**src/tmr8_pkg.sv**
```systemverilog
// Functional notes
// - timer halts while the power-reduce bit is one; clear it to run.
// - count, compare A and compare B registers are all 8 bits wide.
// - all request sources are flags in one register, each masked by its own bit.
// - tick source is the I/O clock, or the oscillator pin when async select is one.
// - async select resets to zero, so the I/O clock is the default source.
// - clock-select code zero produces no tick; the counter stays stopped.
// - both buffered compare values are compared with the count on every timer tick.
// - a match on channel A or B sets that channel's flag; mask gates its request.
// - bottom indication at count 0x00, maximum indication at count 0xff.
// - top is 0xff or compare A, depending on waveform mode.
// - each tick clears, increments or decrements the count per mode and direction.
// - software reads and writes the count at any time, ticking or not.
// - a software count write beats any clear or count in the same cycle.
// - waveform mode is three bits: two low in control A, high bit in control B.
// - overflow flag sets at a mode-dependent point and requests when unmasked.
// - top and bottom indications steer direction and clear control.
// - mode 0 counts up, wraps 0xff to 0x00, overflow set as count becomes zero.
// - mode 2 clears the count when it equals compare A, which acts as top.
// - fast pwm top is 0xff in mode 3 and compare A in mode 7.
// - modes 1 and 5 count up to top, then down to bottom; overflow at bottom.
package tmr8_pkg;
  localparam int ADDR_W = 6;
  localparam int DATA_W = 32;
  localparam int CNT_W = 8;
  localparam int PRE_W = 10;
  localparam logic [ADDR_W-1:0] OFS_CTRL_A = 6'h00;
  localparam logic [ADDR_W-1:0] OFS_CTRL_B = 6'h04;
  localparam logic [ADDR_W-1:0] OFS_COUNT = 6'h08;
  localparam logic [ADDR_W-1:0] OFS_CMP_A = 6'h0c;
  localparam logic [ADDR_W-1:0] OFS_CMP_B = 6'h10;
  localparam logic [ADDR_W-1:0] OFS_FLAG = 6'h14;
  localparam logic [ADDR_W-1:0] OFS_MASK = 6'h18;
  localparam logic [ADDR_W-1:0] OFS_ASYNC = 6'h1c;
  localparam logic [ADDR_W-1:0] OFS_POWER = 6'h20;
  localparam int FLG_OVF = 0;
  localparam int FLG_CMPA = 1;
  localparam int FLG_CMPB = 2;
  localparam int NFLAG = 3;
  localparam int CTRLB_WGM2 = 3;
  localparam int ASYNC_SEL_BIT = 5;
  localparam int POWER_BIT = 0;
  localparam logic [CNT_W-1:0] CNT_BOTTOM = 8'h00;
  localparam logic [CNT_W-1:0] CNT_MAX = 8'hff;
  localparam logic [CNT_W-1:0] CNT_ONE = 8'h01;
  localparam logic [2:0] CS_STOP = 3'h0;
  localparam logic [2:0] CS_DIRECT = 3'h1;
  localparam logic [2:0] WGM_NORMAL = 3'h0;
  localparam logic [2:0] WGM_PC_MAX = 3'h1;
  localparam logic [2:0] WGM_CTC = 3'h2;
  localparam logic [2:0] WGM_FAST_MAX = 3'h3;
  localparam logic [2:0] WGM_PC_CMP = 3'h5;
  localparam logic [2:0] WGM_FAST_CMP = 3'h7;
  // prescaler tap widths per clock-select code: /1 /8 /32 /64 /128 /256 /1024
  localparam logic [3:0] TAP_BITS [8] = '{4'h0, 4'h0, 4'h3, 4'h5, 4'h6, 4'h7, 4'h8, 4'ha};
  typedef enum logic {TMR8_BUS_IDLE, TMR8_BUS_ACK} tmr8_bus_t;
endpackage : tmr8_pkg

```
**src/tmr8_prescaler.sv**
```systemverilog
`timescale 1ns/1ps
module tmr8_prescaler
  import tmr8_pkg::*;
#(
  parameter int W = PRE_W
) (
  input wire logic clk,
  input wire logic rst_n,
  input wire logic src_tick,
  input wire logic enable,
  input wire logic [2:0] clk_sel,
  output logic tick
);
  logic [W-1:0] pcnt;
  logic [W-1:0] next_pcnt;
  logic [W-1:0] tap_mask;

  always_comb begin
    next_pcnt = pcnt;
    // prescaler halts with the timer while power reduce is set
    if (src_tick && enable) begin
      next_pcnt = W'(pcnt + 1'b1);
    end
    tap_mask = W'((11'h1 << TAP_BITS[clk_sel]) - 11'h1);
    // code zero stops, code one passes every source edge
    tick = enable && (clk_sel != CS_STOP) && src_tick && (&(pcnt | ~tap_mask));
  end

  always_ff @(posedge clk or negedge rst_n) begin
    if (!rst_n) begin
      pcnt <= '0;
    end else begin
      pcnt <= next_pcnt;
    end
  end
endmodule : tmr8_prescaler

```
**src/tmr8_timer.sv**
```systemverilog
// The Avalon-MM register port and the placing of the registers were left to the implementer.
`timescale 1ns/1ps
module tmr8_timer
  import tmr8_pkg::*;
(
  input wire logic SYS_CLK,
  input wire logic RST_N,
  input wire logic [ADDR_W-1:0] AVS_ADDRESS,
  input wire logic AVS_READ,
  input wire logic AVS_WRITE,
  input wire logic [DATA_W-1:0] AVS_WRITEDATA,
  input wire logic [3:0] AVS_BYTEENABLE,
  output logic [DATA_W-1:0] AVS_READDATA,
  output logic AVS_WAITREQUEST,
  input wire logic OSC_PIN_IN,
  input wire logic INT_ACK_OVF,
  input wire logic INT_ACK_CMPA,
  input wire logic INT_ACK_CMPB,
  output logic IRQ_OVF,
  output logic IRQ_CMPA,
  output logic IRQ_CMPB,
  output logic COUNT_AT_BOTTOM,
  output logic COUNT_AT_MAX,
  output logic COUNT_AT_TOP
);
  // bus slave
  tmr8_bus_t bus_st;
  tmr8_bus_t next_bus_st;
  logic [DATA_W-1:0] next_rdata;
  logic next_waitreq;
  logic acc_wr;
  logic [DATA_W-1:0] rd_mux;

  // software state
  logic [1:0] waveform_mode_low;
  logic waveform_mode_bit2;
  logic [2:0] clock_select_field;
  logic [CNT_W-1:0] count_value;
  logic [CNT_W-1:0] compare_value_a;
  logic [CNT_W-1:0] compare_value_b;
  logic [CNT_W-1:0] cmp_a_act;
  logic [CNT_W-1:0] cmp_b_act;
  logic [NFLAG-1:0] timer_flag_register;
  logic [NFLAG-1:0] timer_mask_register;
  logic async_clock_select;
  logic timer_power_reduce_bit;
  logic dir_up;
  logic [1:0] next_waveform_mode_low;
  logic next_waveform_mode_bit2;
  logic [2:0] next_clock_select_field;
  logic [CNT_W-1:0] next_count_value;
  logic [CNT_W-1:0] next_compare_value_a;
  logic [CNT_W-1:0] next_compare_value_b;
  logic [CNT_W-1:0] next_cmp_a_act;
  logic [CNT_W-1:0] next_cmp_b_act;
  logic [NFLAG-1:0] next_timer_flag_register;
  logic [NFLAG-1:0] next_timer_mask_register;
  logic next_async_clock_select;
  logic next_timer_power_reduce_bit;
  logic next_dir_up;

  // oscillator pin synchroniser and edge
  logic osc_s1;
  logic osc_s2;
  logic osc_s3;
  logic src_tick;
  logic timer_tick_clock;

  logic [2:0] mode;
  logic pwm_mode;
  logic phase_mode;
  logic [CNT_W-1:0] top_value;
  logic cnt_wr;
  logic [NFLAG-1:0] flag_set;
  logic [NFLAG-1:0] flag_clr;
  logic [NFLAG-1:0] int_ack;

  assign int_ack = {INT_ACK_CMPB, INT_ACK_CMPA, INT_ACK_OVF};

  always_ff @(posedge SYS_CLK or negedge RST_N) begin
    if (!RST_N) begin
      osc_s1 <= 1'b0;
      osc_s2 <= 1'b0;
      osc_s3 <= 1'b0;
    end else begin
      osc_s1 <= OSC_PIN_IN;
      osc_s2 <= osc_s1;
      osc_s3 <= osc_s2;
    end
  end

  // source is the I/O clock unless async select is set
  assign src_tick = async_clock_select ? (osc_s2 && !osc_s3) : 1'b1;

  tmr8_prescaler #(
    .W(PRE_W)
  ) u_pre (
    .clk(SYS_CLK),
    .rst_n(RST_N),
    .src_tick(src_tick),
    .enable(!timer_power_reduce_bit),
    .clk_sel(clock_select_field),
    .tick(timer_tick_clock)
  );

  // waveform mode field split over two control registers
  assign mode = {waveform_mode_bit2, waveform_mode_low};
  assign pwm_mode = mode[0];
  assign phase_mode = (mode == WGM_PC_MAX) || (mode == WGM_PC_CMP);
  // top from compare A or fixed maximum
  assign top_value = ((mode == WGM_CTC) || (mode == WGM_PC_CMP) || (mode == WGM_FAST_CMP))
                     ? cmp_a_act : CNT_MAX;

  assign acc_wr = AVS_WRITE && (bus_st == TMR8_BUS_ACK) && AVS_BYTEENABLE[0];
  assign cnt_wr = acc_wr && (AVS_ADDRESS == OFS_COUNT);

  always_comb begin
    rd_mux = '0;
    if (AVS_ADDRESS == OFS_CTRL_A) begin
      rd_mux[1:0] = waveform_mode_low;
    end else if (AVS_ADDRESS == OFS_CTRL_B) begin
      rd_mux[CTRLB_WGM2] = waveform_mode_bit2;
      rd_mux[2:0] = clock_select_field;
    end else if (AVS_ADDRESS == OFS_COUNT) begin
      rd_mux[CNT_W-1:0] = count_value;
    end else if (AVS_ADDRESS == OFS_CMP_A) begin
      rd_mux[CNT_W-1:0] = compare_value_a;
    end else if (AVS_ADDRESS == OFS_CMP_B) begin
      rd_mux[CNT_W-1:0] = compare_value_b;
    end else if (AVS_ADDRESS == OFS_FLAG) begin
      rd_mux[NFLAG-1:0] = timer_flag_register;
    end else if (AVS_ADDRESS == OFS_MASK) begin
      rd_mux[NFLAG-1:0] = timer_mask_register;
    end else if (AVS_ADDRESS == OFS_ASYNC) begin
      rd_mux[ASYNC_SEL_BIT] = async_clock_select;
    end else if (AVS_ADDRESS == OFS_POWER) begin
      rd_mux[POWER_BIT] = timer_power_reduce_bit;
    end
  end

  // one wait cycle, then the transfer completes
  always_comb begin
    next_bus_st = TMR8_BUS_IDLE;
    next_rdata = AVS_READDATA;
    next_waitreq = 1'b1;
    if ((bus_st == TMR8_BUS_IDLE) && (AVS_READ || AVS_WRITE)) begin
      next_bus_st = TMR8_BUS_ACK;
      next_waitreq = 1'b0;
      next_rdata = AVS_READ ? rd_mux : '0;
    end
  end

  always_ff @(posedge SYS_CLK or negedge RST_N) begin
    if (!RST_N) begin
      bus_st <= TMR8_BUS_IDLE;
      AVS_READDATA <= '0;
      AVS_WAITREQUEST <= 1'b1;
    end else begin
      bus_st <= next_bus_st;
      AVS_READDATA <= next_rdata;
      AVS_WAITREQUEST <= next_waitreq;
    end
  end

  always_comb begin
    next_waveform_mode_low = waveform_mode_low;
    next_waveform_mode_bit2 = waveform_mode_bit2;
    next_clock_select_field = clock_select_field;
    next_count_value = count_value;
    next_compare_value_a = compare_value_a;
    next_compare_value_b = compare_value_b;
    next_cmp_a_act = cmp_a_act;
    next_cmp_b_act = cmp_b_act;
    next_timer_mask_register = timer_mask_register;
    next_async_clock_select = async_clock_select;
    next_timer_power_reduce_bit = timer_power_reduce_bit;
    next_dir_up = dir_up;
    flag_set = '0;
    flag_clr = int_ack;
    // continuous compare, flag raised on the timer tick
    flag_set[FLG_CMPA] = timer_tick_clock && (count_value == cmp_a_act);
    flag_set[FLG_CMPB] = timer_tick_clock && (count_value == cmp_b_act);
    if (timer_tick_clock) begin
      // clear, increment or decrement per mode
      if (phase_mode) begin
        if (dir_up && (count_value == top_value)) begin
          next_dir_up = 1'b0;
          next_count_value = CNT_W'(count_value - CNT_ONE);
        end else if (!dir_up && (count_value == CNT_BOTTOM)) begin
          next_dir_up = 1'b1;
          next_count_value = CNT_W'(count_value + CNT_ONE);
        end else begin
          next_count_value = dir_up ? CNT_W'(count_value + CNT_ONE)
                                    : CNT_W'(count_value - CNT_ONE);
        end
        flag_set[FLG_OVF] = !dir_up && (count_value == CNT_ONE);
      end else begin
        next_dir_up = 1'b1;
        if ((mode == WGM_CTC) || (mode == WGM_FAST_MAX) || (mode == WGM_FAST_CMP)) begin
          next_count_value = (count_value == top_value) ? CNT_BOTTOM
                             : CNT_W'(count_value + CNT_ONE);
        end else begin
          next_count_value = CNT_W'(count_value + CNT_ONE);
        end
        if ((mode == WGM_FAST_MAX) || (mode == WGM_FAST_CMP)) begin
          flag_set[FLG_OVF] = (count_value == top_value);
        end else begin
          flag_set[FLG_OVF] = (count_value == CNT_MAX);
        end
      end
      // pwm modes reload compare copies at top
      if (pwm_mode && (count_value == top_value)) begin
        next_cmp_a_act = compare_value_a;
        next_cmp_b_act = compare_value_b;
      end
    end
    if (!pwm_mode) begin
      next_cmp_a_act = compare_value_a;
      next_cmp_b_act = compare_value_b;
    end
    if (acc_wr) begin
      if (AVS_ADDRESS == OFS_CTRL_A) begin
        next_waveform_mode_low = AVS_WRITEDATA[1:0];
      end else if (AVS_ADDRESS == OFS_CTRL_B) begin
        next_waveform_mode_bit2 = AVS_WRITEDATA[CTRLB_WGM2];
        next_clock_select_field = AVS_WRITEDATA[2:0];
      end else if (AVS_ADDRESS == OFS_COUNT) begin
        next_count_value = AVS_WRITEDATA[CNT_W-1:0];
      end else if (AVS_ADDRESS == OFS_CMP_A) begin
        next_compare_value_a = AVS_WRITEDATA[CNT_W-1:0];
      end else if (AVS_ADDRESS == OFS_CMP_B) begin
        next_compare_value_b = AVS_WRITEDATA[CNT_W-1:0];
      end else if (AVS_ADDRESS == OFS_FLAG) begin
        flag_clr = flag_clr | AVS_WRITEDATA[NFLAG-1:0];
      end else if (AVS_ADDRESS == OFS_MASK) begin
        next_timer_mask_register = AVS_WRITEDATA[NFLAG-1:0];
      end else if (AVS_ADDRESS == OFS_ASYNC) begin
        next_async_clock_select = AVS_WRITEDATA[ASYNC_SEL_BIT];
      end else if (AVS_ADDRESS == OFS_POWER) begin
        next_timer_power_reduce_bit = AVS_WRITEDATA[POWER_BIT];
      end
    end
    // a new event wins over a clear in the same cycle
    next_timer_flag_register = (timer_flag_register & ~flag_clr) | flag_set;
  end

  always_ff @(posedge SYS_CLK or negedge RST_N) begin
    if (!RST_N) begin
      waveform_mode_low <= 2'h0;
      waveform_mode_bit2 <= 1'b0;
      clock_select_field <= CS_STOP;
      count_value <= CNT_BOTTOM;
      compare_value_a <= CNT_BOTTOM;
      compare_value_b <= CNT_BOTTOM;
      cmp_a_act <= CNT_BOTTOM;
      cmp_b_act <= CNT_BOTTOM;
      timer_flag_register <= '0;
      timer_mask_register <= '0;
      async_clock_select <= 1'b0;
      timer_power_reduce_bit <= 1'b0;
      dir_up <= 1'b1;
      IRQ_OVF <= 1'b0;
      IRQ_CMPA <= 1'b0;
      IRQ_CMPB <= 1'b0;
      COUNT_AT_BOTTOM <= 1'b1;
      COUNT_AT_MAX <= 1'b0;
      COUNT_AT_TOP <= 1'b0;
    end else begin
      waveform_mode_low <= next_waveform_mode_low;
      waveform_mode_bit2 <= next_waveform_mode_bit2;
      clock_select_field <= next_clock_select_field;
      count_value <= next_count_value;
      compare_value_a <= next_compare_value_a;
      compare_value_b <= next_compare_value_b;
      cmp_a_act <= next_cmp_a_act;
      cmp_b_act <= next_cmp_b_act;
      timer_flag_register <= next_timer_flag_register;
      timer_mask_register <= next_timer_mask_register;
      async_clock_select <= next_async_clock_select;
      timer_power_reduce_bit <= next_timer_power_reduce_bit;
      dir_up <= next_dir_up;
      IRQ_OVF <= next_timer_flag_register[FLG_OVF] && next_timer_mask_register[FLG_OVF];
      IRQ_CMPA <= next_timer_flag_register[FLG_CMPA] && next_timer_mask_register[FLG_CMPA];
      IRQ_CMPB <= next_timer_flag_register[FLG_CMPB] && next_timer_mask_register[FLG_CMPB];
      COUNT_AT_BOTTOM <= (next_count_value == CNT_BOTTOM);
      COUNT_AT_MAX <= (next_count_value == CNT_MAX);
      COUNT_AT_TOP <= (next_count_value == top_value);
    end
  end
endmodule : tmr8_timer
```
**config.mk**
```make
export PLATFORM = sky130hd
export DESIGN_NAME = tmr8_timer
export DESIGN_NICKNAME = d
export VERILOG_FILES = /design/src/tmr8_pkg.sv /design/src/tmr8_prescaler.sv /design/src/tmr8_timer.sv
export SDC_FILE = /design/constraint.sdc
export NUM_CORES = 1
export LEC_CHECK = 0
export ABC_CLOCK_PERIOD_IN_PS = 2650
export BUFFER_PORTS_ARGS = -buffer_cell sky130_fd_sc_hd__buf_2
export CORE_MARGIN = 2
export CORE_UTILIZATION = 40
export CTS_BUF_LIST = sky130_fd_sc_hd__clkbuf_16
export DETAILED_ROUTE_END_ITERATION = 8
export SYNTH_ARGS = -nofsm -noshare
export SYNTH_HDL_FRONTEND = slang
export SYNTH_SLANG_ARGS = --single-unit
```
**constraint.sdc**
```tcl
create_clock -name SYS_CLK -period 2.65 [get_ports SYS_CLK]
set_input_delay 0.795 -clock SYS_CLK [delete_from_list [all_inputs] [get_ports SYS_CLK]]
set_output_delay 0.795 -clock SYS_CLK [all_outputs]
set_load 0.05 [all_outputs]
```
Word-level counts from Yosys, hierarchy flattened --
Memories as Yosys holds them, arrays and structs flattened. Cells that the tools add are included.
Word-level totals: register bits after elaboration 108, bits in read-only memories 32, logic and storage cells 175, memories 1
Memories:
- (name not given) | depth 8, width 4, read ports 1, clocked after Yosys merged registers in 0, wr ports 0, RTL line tmr8_prescaler.sv:24 | tap_mask = W'((11'h1 << TAP_BITS[clk_sel]) - 11'h1);
Operators by class: add/subtract/negate cells 4, order comparisons 1, eq/ne operators 23, shift-type cells 1, multiplexer cells 63, bitwise gates (word level) 16, reduce and logical (&&, ||, !) cells 40
Operator list (count):
- $mux W8 | 21
- $mux W3 | 17
- $eq A8 B8 Y1 | 4
- $eq A6 B5 Y1 const B | 4
- $reduce_and A10 Y1 | 2
- $logic_and A1 B1 Y1 | 17
- $eq A8 B8 Y1 const B | 2
- $logic_not A8 Y1 | 2
- $mux W1 | 16
- $mux W4 | 4
- $eq A6 B4 Y1 const B | 2
- $add A10 B1 Y10 const B | 1
- $not A10 Y10 | 1
- $or A10 B10 Y10 | 1
- $shl A1 B4 Y10 const A | 1
- $sub A10 B1 Y10 const B | 1
- $not A1 Y1 | 9
- $reduce_and A9 Y1 | 1
- $add A8 B1 Y8 const B | 1
- $eq A8 B1 Y1 const B | 1
- $mux W2 | 4
- $sub A8 B1 Y8 const B | 1
- $logic_or A1 B1 Y1 | 7
- $eq A3 B2 Y1 const B | 2
- 19 further kinds | 26

Longest topological paths before layout --
Gate-level depths: netlist of run 1.
depth after elaboration 16, gate-level depth with buffers 14, gate-level depth less buffers 12

By module --
Synthesis of run 1 repeated with hierarchy kept, for this count alone.
Unflattened totals: cell total of the unflattened synthesis 502, area, all modules 4959.8 um^2
Modules (own cells, without submodules):
- tmr8_timer | instances 1, cells each 454, area an instance 4450.5 um^2, seq. area each 1855.5 um^2
- tmr8_prescaler | instances 1, cells each 48, area an instance 509.2 um^2, seq. area each 250.2 um^2

Least setup slack after synthesis of run 1 --
No wires, ideal clock.
kind register to register, start register waveform_mode_low[0], end register COUNT_AT_TOP, library setup time 0.087 ns, data arrival time 2.818 ns, required time 2.563 ns, path slack -0.255 ns, cell stages (with the launch flop) 12, path buffers 1, clock period less this slack 2.905 ns, path through dfrtp_1 -> buf_6 -> or3b_4 -> a21oi_2 -> xnor2_1 -> nand3_2 -> or4_1 -> nand2_1 -> o31ai_2 -> and2_4 -> a221o_1 -> a211oi_2
Between the ends: word-level cells in the longest chain between the ends 14, elaborated cells between the ends (all ways) 23
RTL lines:
- from (decl) | RTL line tmr8_timer.sv:35 | logic [1:0] waveform_mode_low;
- from (signal assigned) | RTL line tmr8_timer.sv:269 | waveform_mode_low <= next_waveform_mode_low;
- $eq A3 B2 Y1 / $eq A3 B3 Y1 (equally long branches) | RTL line tmr8_timer.sv:111, tmr8_timer.sv:199, tmr8_timer.sv:109
- $logic_or A1 B1 Y1 (2 in series) | RTL line tmr8_timer.sv:111 | assign top_value = ((mode == WGM_CTC) || (mode == WGM_PC_CMP) || (mode == WGM_FAST_CMP))
- $mux W8 | RTL line tmr8_timer.sv:112 | ? cmp_a_act : CNT_MAX;
- $eq A8 B8 Y1 | RTL line tmr8_timer.sv:186, tmr8_timer.sv:200
- $mux W8 / $logic_and A1 B1 Y1 (equally long branches) | RTL line tmr8_timer.sv:200, tmr8_timer.sv:186
- $mux W8 (on tied branches) | RTL line tmr8_timer.sv:199, tmr8_timer.sv:186
- $mux W8 (*) | RTL line tmr8_timer.sv:185 | if (phase_mode) begin
- $mux W8 (*) | RTL line tmr8_timer.sv:183 | if (timer_tick_clock) begin
- $mux W8 | RTL line tmr8_timer.sv:227 | end else if (AVS_ADDRESS == OFS_COUNT) begin
- $mux W8 | RTL line tmr8_timer.sv:224 | end else if (AVS_ADDRESS == OFS_CTRL_B) begin
- $mux W8 | RTL line tmr8_timer.sv:222 | if (AVS_ADDRESS == OFS_CTRL_A) begin
- $mux W8 (*) | RTL line tmr8_timer.sv:221 | if (acc_wr) begin
- via next_count_value[3] | RTL line tmr8_timer.sv:51 | logic [CNT_W-1:0] next_count_value;
- $eq A8 B8 Y1 (*) | RTL line tmr8_timer.sv:287 | COUNT_AT_TOP <= (next_count_value == top_value);
- to (signal assigned) | RTL line tmr8_timer.sv:287
- to (decl) | RTL line tmr8_timer.sv:24 | output logic COUNT_AT_TOP
Mark *: on every way through the listed nets, which the timed path passes. The rest lies on a longest branch. A chain may end at the register's enable or synchronous reset.

Worst setup path after layout of run 1 --
start register waveform_mode_low[0], end register COUNT_AT_TOP
Between the ends: word-level cells in the longest chain between the ends 14, elaborated cells between the ends (all ways) 23
RTL lines (RTL line):
- $eq A3 B2 Y1 / $eq A3 B3 Y1 (equally long branches) | tmr8_timer.sv:111, tmr8_timer.sv:199, tmr8_timer.sv:109
- $logic_or A1 B1 Y1 (2 in series) | tmr8_timer.sv:111
- $mux W8 | tmr8_timer.sv:112
- $eq A8 B8 Y1 | tmr8_timer.sv:186, tmr8_timer.sv:200
- $mux W8 / $logic_and A1 B1 Y1 (equally long branches) | tmr8_timer.sv:200, tmr8_timer.sv:186
- $mux W8 (on tied branches) | tmr8_timer.sv:199, tmr8_timer.sv:186
- $mux W8 | tmr8_timer.sv:185
- $mux W8 | tmr8_timer.sv:183
- $mux W8 | tmr8_timer.sv:227
- $mux W8 | tmr8_timer.sv:224
- $mux W8 | tmr8_timer.sv:222
- $mux W8 | tmr8_timer.sv:221
- $eq A8 B8 Y1 (*) | tmr8_timer.sv:287
Every way passes the cells marked *; elsewhere a longest branch is shown, timed or not.

==> flow_summary_export.csv, run 1 <==
group,metric,value,unit
layout,area_delta_synth_final,31.7,%
floorplan,dieArea,13800,um2
worst_setup_path,slowest_stage,"dfrtp_2",
synthesis,synth_area_leader_cell,"dfrtp_1",
worst_setup_path,startpoint_type,"flop",
synthesis,syn_area_per_cell,9.75,um2
synthesis,yosysTopAreaCellShare,39.4,%
power_and_ir_drop,irDropWorstVdd,0.420,mV
drt,drtAntennaViolNets,0,
placement,pre_cts_ws,-0.561,ns
timing,slew_violations,0,
placement,dp_hpwl,12100,um
hold_path,hold_class,"flop to flop",
layout,layoutNonFillerInstCount,844,
worst_setup_path,cp-endpoint,"COUNT_AT_TOP",
drt,wl,15700,um
clock_network,cts_tree,"yes",
clock_network,postCtsHoldBufs,0,
floorplan,core_area,12600,um2
clock_network,insertion_delay,0.35,ns
synthesis,ys_types,82,
synthesis,synthCells,528,
clock_network,cts_max_level,3,
grt,grt_max_degree,51,
run,max-cap-violations,0,
timing,finalClockSkew,0.0102,ns
synthesis,ys_ff_latch,84,
synthesis,yosysWarnings,0,
floorplan,core.rowCount,41,
synthesis,synth-async-reset-ratio,100,%
run_status,violations,"negative setup slack",
timing,fin_setup_tns,-2.33,ns
floorplan,ios,89,
drt,drc,0,
timing,finalSetupViolCount,9,
synthesis,netlist_area,5150,um2
grt,track_usage,23.3,%
layout,final_common_cell,"buf_4",
floorplan,die_w,117,um
worst_setup_path,cpLargestDelayFamily,"compound AO/OA/AOI/OAI gates",
worst_setup_path,r2r_cells,14,
synthesis,synth_edf_count,0,
power_and_ir_drop,p_leak,3.13,nW
clock_network,cts_num_sinks,84,
worst_setup_path,worstPathArrival,3.45,ns
worst_setup_path,slowest_delay,0.46,ns
timing,whs,0.354,ns
grt,antenna_found_initial,0,
worst_setup_path,worstPathCellList,"buf_6 > nor4b_4 > a311oi_2 > nor4_4 > buf_4 > o32ai_4 > nor3_4 > a21oi_1 > o31a_1 > o211ai_1 > buf_4 > mux2_2 > o211ai_1 > a211oi_2",
synthesis,yosysSeqAreaShare,40.9,%
timing,relSlewSlack,60.6,%
timing,rsz0062_at_grt,"yes",
worst_setup_path,crit_buf_inv,3,
grt,grt_first_pass_wirelength,24800,um
worst_setup_path,critPathKind,"flop to flop",
worst_setup_path,r2r_slack,-0.57,ns
placement,gp_congestion,0.923,
timing,worstMarginPinSlew,0.588,ns
clock_network,cts-buffers-inserted,9,
floorplan,start_util,40.9,%
layout,final_nets,721,
clock_network,cts.path.max_buffers,2,
worst_setup_path,worstSetupStartpoint,"waveform_mode_low[0]",
worst_setup_path,cp_max_fo,6,
drt,wl_per_cell,18.6,um
floorplan,die_height,117,um
timing,period_minus_slack,3.22,ns
synthesis,synth_ff_type,"dfrtp_1",
power_and_ir_drop,power_density,745,nW/um2
worst_setup_path,cp-end-kind,"flop",
grt,grt_pass1_vias,4467,
clock_network,cts-root-buf,"clkbuf_16",
worst_setup_path,path_depth,14,
timing,max_freq,311,MHz
timing,hold_violations,0,
synthesis,synthTopCellsByArea,"dfrtp_1, mux2_2, nand2_1",
layout,num_antenna_cells,0,
layout,layout-drive-gt1-share,40.2,%
drt,drt_pre_antenna_iters,5,
placement,port_buffers,37,
run_status,status,"finished with violations",
hold_path,worstHoldStart,"osc_s1",
worst_setup_path,reg2reg_from,"waveform_mode_low[0]",
drt,vias,4638,
drt,detail_route.iter0.violations,416,
layout,final_cell_mix,"buf_4, dfrtp_1, nand2_1",
drt,vias_per_cell,5.50,
placement,placedCellCount,819,
worst_setup_path,rr_endpoint,"COUNT_AT_TOP",
clock_network,cts.reportedPaths.clkPinSlew,0.07,ns
timing,layout_setup_ws,-0.570,ns
grt,overflow,0,
timing,period_share,122,%
worst_setup_path,required,2.88,ns
## layer usage
metal	share of wire, %	routed length [um]	GRT usage, %	up-vias
li1	-	-	-	2161
met1	45	7000	32.5	2289
met2	48	7520	36.8	166
met3	5.6	882	3.70	22
met4	1.9	303	8.51	0
met5	0	0	0	-
## how the worst min path moves through the flow
stage | depth (start not counted) | end | slack [ns]
after floorplan | 0 | osc_s2 | 0.33
after global placement | 0 | osc_s2 | 0.33
after detailed placement | 0 | osc_s2 | 0.34
after CTS | 0 | osc_s2 | 0.36
after global routing | 0 | osc_s2 | 0.38
final | 0 | osc_s2 | 0.35
## per-stage QoR
| stage | power (mW) | utilization, % | cell area [um2] |
|---|---|---|---|
| 2_1_floorplan | 2.77 | - | 5280 |
| 3_3_place_gp | 3.50 | 49.4 | 6210 |
| 3_5_place_dp | 3.53 | 49.4 | 6210 |
| 4_1_cts | 4.94 | 52.9 | 6650 |
| 5_1_grt | 5.31 | 53.9 | 6780 |
| 6_report | 5.05 | 53.9 | 6780 |
## synthesized netlist by cell type, drive strengths merged, types with 3 or more instances
| cell | n |
|---|---|
| a21oi | 14 |
| nand4 | 7 |
| a211o | 3 |
| a222oi | 5 |
| nand2b | 6 |
| o21ai | 27 |
| a211oi | 6 |
| o21a | 3 |
| ha | 4 |
| or4 | 3 |
| buf | 35 |
| a221oi | 4 |
| dfstp | 3 |
| and3 | 6 |
| o22ai | 8 |
| nand2 | 51 |
| o31a | 3 |
| nor4 | 8 |
| and2 | 8 |
| nor2 | 34 |
| xor2 | 12 |
| nor3 | 23 |
| xnor2 | 15 |
| o31ai | 8 |
| mux2 | 43 |
| inv | 22 |
| nand3 | 19 |
| a31oi | 6 |
| o211ai | 6 |
| clkbuf | 13 |
| dfrtp | 81 |
## timing repair
action | in CTS | in global routing
setup buffers | 6 | 4
pin swaps | 16 | 24
endpoints found under the setup margin | 10 | 18
cloned | 0 | 0
gates resized for setup | 17 | 19
## report_power, final
group          switching, mW  leakage [nW]  internal, mW
Sequential             0.149          1.11          1.44
Clock                  0.516         0.147         0.720
Combinational           1.22          1.87          1.01
## area by class of cell
class	count	area (um2)
Clock buffer	9	225
Clock inverter	7	61.3
Fill cell	1137	5790
Inverter	22	82.6
Multi-Input combinational cell	397	2970
Sequential cell	84	2110
Tap cell	172	215
Timing Repair Buffer	153	1110
## cells by family (layout without fill, tap and decap cells)
kind of cell / after synthesis / in the layout / share of synthesized area (%)
AND/OR/NAND/NOR: 180 / 180 / 18.8
AO/OA/AOI/OAI: 117 / 117 / 17.4
flip-flops: 84 / 84 / 40.9
buffers and inverters: 70 / 191 / 7.49
multiplexers: 45 / 45 / 9.80
XOR/XNOR: 27 / 27 / 4.60
adder cells (fa/ha/maj): 4 / 4 / 0.973
other: 1 / 24 / 0.0729
## registers in the layout (all words and copies together), names as in the netlist, 2 cells and up
signal	flops
AVS_READDATA	8
clock_select_field	3
cmp_a_act	8
cmp_b_act	8
compare_value_a	8
compare_value_b	8
count_value	8
timer_flag_register	3
timer_mask_register	3
u_pre.pcnt	10
waveform_mode_low	2
(Power assumes the default switching activity.)
==> inputs of run 2 (changes only) <==
- ABC_CLOCK_PERIOD_IN_PS: 2650 -> 3500
- clock period: 2.65 -> 3.5 ns (I/O delays scaled with it)
==> run 2 against run 1 <==
Against the previous run: the flow now finishes without violations; sequential share of layout area increased by 4.7 points; sequential power decreased by 22%; clock-buffer cell count unchanged; fmax decreased by 3.2%; worst hold slack got worse by 0.0017 ns; cell count decreased by 10%; critical path depth decreased by 3; register-to-register slack improved by 0.74 ns; routed wire length decreased by 7.8%; die area unchanged; via count decreased by 6.1%.
==> flow_summary_export.csv, run 2 (synthesis gave the netlist of run 1 again) <==
group,metric,value,unit
layout,final_common_cell,"dfrtp_1",
grt,grt_use_met2,34.4,%
placement,placedCellCount,744,
timing,period_share,95.0,%
grt,met3_usage,4.43,%
floorplan,ios,89,
power_and_ir_drop,irDropWorstVdd,0.398,mV
timing,whs,0.352,ns
clock_network,cts.reportedPaths.clkPinSlew,0.06,ns
clock_network,insertion_delay,0.35,ns
grt,gr-max-usage-layer,"met2",
floorplan,core.rowCount,41,
power_and_ir_drop,p_leak,2.63,nW
grt,grt_first_pass_wirelength,23000,um
floorplan,dieArea,13800,um2
worst_setup_path,startpoint_type,"flop",
drt,detail_route.iter0.violations,370,
timing,finalClockSkew,0.00968,ns
timing,hold_violations,0,
clock_network,postCtsHoldBufs,0,
placement,port_buffers,37,
worst_setup_path,worstPathArrival,3.55,ns
layout,largest_reg_flops,10,
timing,worstMarginPinSlew,0.692,ns
clock_network,post_cts_buffers,0,
clock_network,cts_tree,"yes",
grt,antenna_found_initial,0,
placement,gp_congestion,0.988,
hold_path,hold_class,"flop to flop",
placement,dp_hpwl,10900,um
timing,layout_setup_ws,0.175,ns
clock_network,cts_max_level,3,
timing,slew_violations,0,
timing,finalSetupViolCount,0,
layout,area_delta_synth_final,14.5,%
run,max-cap-violations,0,
timing,max_freq,301,MHz
clock_network,cts-root-buf,"clkbuf_16",
layout,final_cell_mix,"dfrtp_1, nand2_1, mux2_2",
timing,rsz0062_at_grt,"no",
worst_setup_path,cp_max_fo,10,
drt,wl_per_cell,19.1,um
worst_setup_path,cp-end-kind,"flop",
drt,vias,4356,
drt,drtAntennaViolNets,0,
layout,layoutNonFillerInstCount,760,
floorplan,die_height,117,um
worst_setup_path,critPathKind,"flop to flop",
layout,top_register,"u_pre.pcnt",
timing,fin_setup_tns,0,ns
drt,vias_per_cell,5.73,
layout,layout-drive-gt1-share,27.9,%
grt,met1_usage,28.2,%
layout,final_nets,637,
grt,grt_pass1_vias,4246,
power_and_ir_drop,finalPower,3.45,mW
clock_network,cts-buffers-inserted,9,
floorplan,die_w,117,um
drt,wl,14500,um
grt,overflow,0,
clock_network,cts.path.max_buffers,2,
drt,drc,0,
timing,relSlewSlack,53.4,%
floorplan,core_area,12600,um2
layout,num_antenna_cells,0,
worst_setup_path,required,3.72,ns
power_and_ir_drop,power_density,586,nW/um2
clock_network,cts_num_sinks,84,
drt,drt_pre_antenna_iters,5,
timing,period_minus_slack,3.33,ns
run_status,status,"complete, no violations",
placement,pre_cts_ws,0.173,ns
grt,track_usage,21.3,%
floorplan,start_util,40.9,%
grt,grt_max_degree,46,
==> run 2: cell count changes in the layout (fill, tap and decap cells not counted), moves of 3 or more <==
cell	previous run	this run
buf_4	109	33
buf_6	5	0
buf_12	3	0
nor4_1	3	6
nor4_2	3	0
==> run 2: through the flow <==
| step | utilization [%] | cell area [um2] |
|---|---|---|
| CTS | 46.9 | 5890 |
| floorplan | - | 5230 |
| global route | 46.9 | 5890 |
| finish | 46.9 | 5890 |
| detailed placement | 44.3 | 5570 |
| global placement | 44.3 | 5570 |
==> run 2: repair_timing <==
| action | 4_1_cts | 5_1_grt |
|---|---|---|
| hold endpoints to repair | 0 | 0 |
| endpoints found under the setup margin | 0 | 2 |
| gates resized for setup | 0 | 1 |
==> run 2: path summary, 6_finish.rpt <==
path,cells past startpoint,slack [ns],start,to
min in group asynchronous,1,0.69,RST_N,bus_st
hold reg to reg,0,0.35,osc_s1,osc_s2
hold / removal,0,0.35,osc_s1,osc_s2
max in group asynchronous,2,2.06,RST_N,dir_up
setup reg to reg,11,0.17,waveform_mode_low[0],COUNT_AT_TOP
setup / recovery,11,0.17,waveform_mode_low[0],COUNT_AT_TOP
==> run 2: cell type report <==
type | count | area [um2]
sequential | 84 | 2110
tap | 172 | 215
clock buffer | 9 | 225
inverter | 22 | 82.6
multi-input combinational | 397 | 2740
timing repair buffer | 69 | 428
fill | 1205 | 6680
clock inverter | 7 | 92.6
==> run 2: metal layers <==
metal,part of all wire (%),vias to the layer above
met4,3.1,0
met3,6.8,39
met1,43,2151
met5,0,-
met2,47,169
li1,-,1997
==> run 2: power by group <==
group / switching [mW] / internal (mW) / total [mW]
clock network: 0.417 / 0.624 / 1.04
logic: 0.712 / 0.457 / 1.17
registers: 0.154 / 1.09 / 1.24
==> run 2: worst max-delay path, cell delays in order (launching register included) <==
cell       delay, ns
dfrtp_1         0.51
or3b_4          0.47
a21oi_2         0.19
xnor2_1         0.19
a21oi_2         0.14
nor3_4          0.39
mux2i_1         0.31
mux2i_1         0.32
o21ai_2         0.15
a41oi_1         0.24
a2bb2oi_1       0.22
a211oi_2        0.06
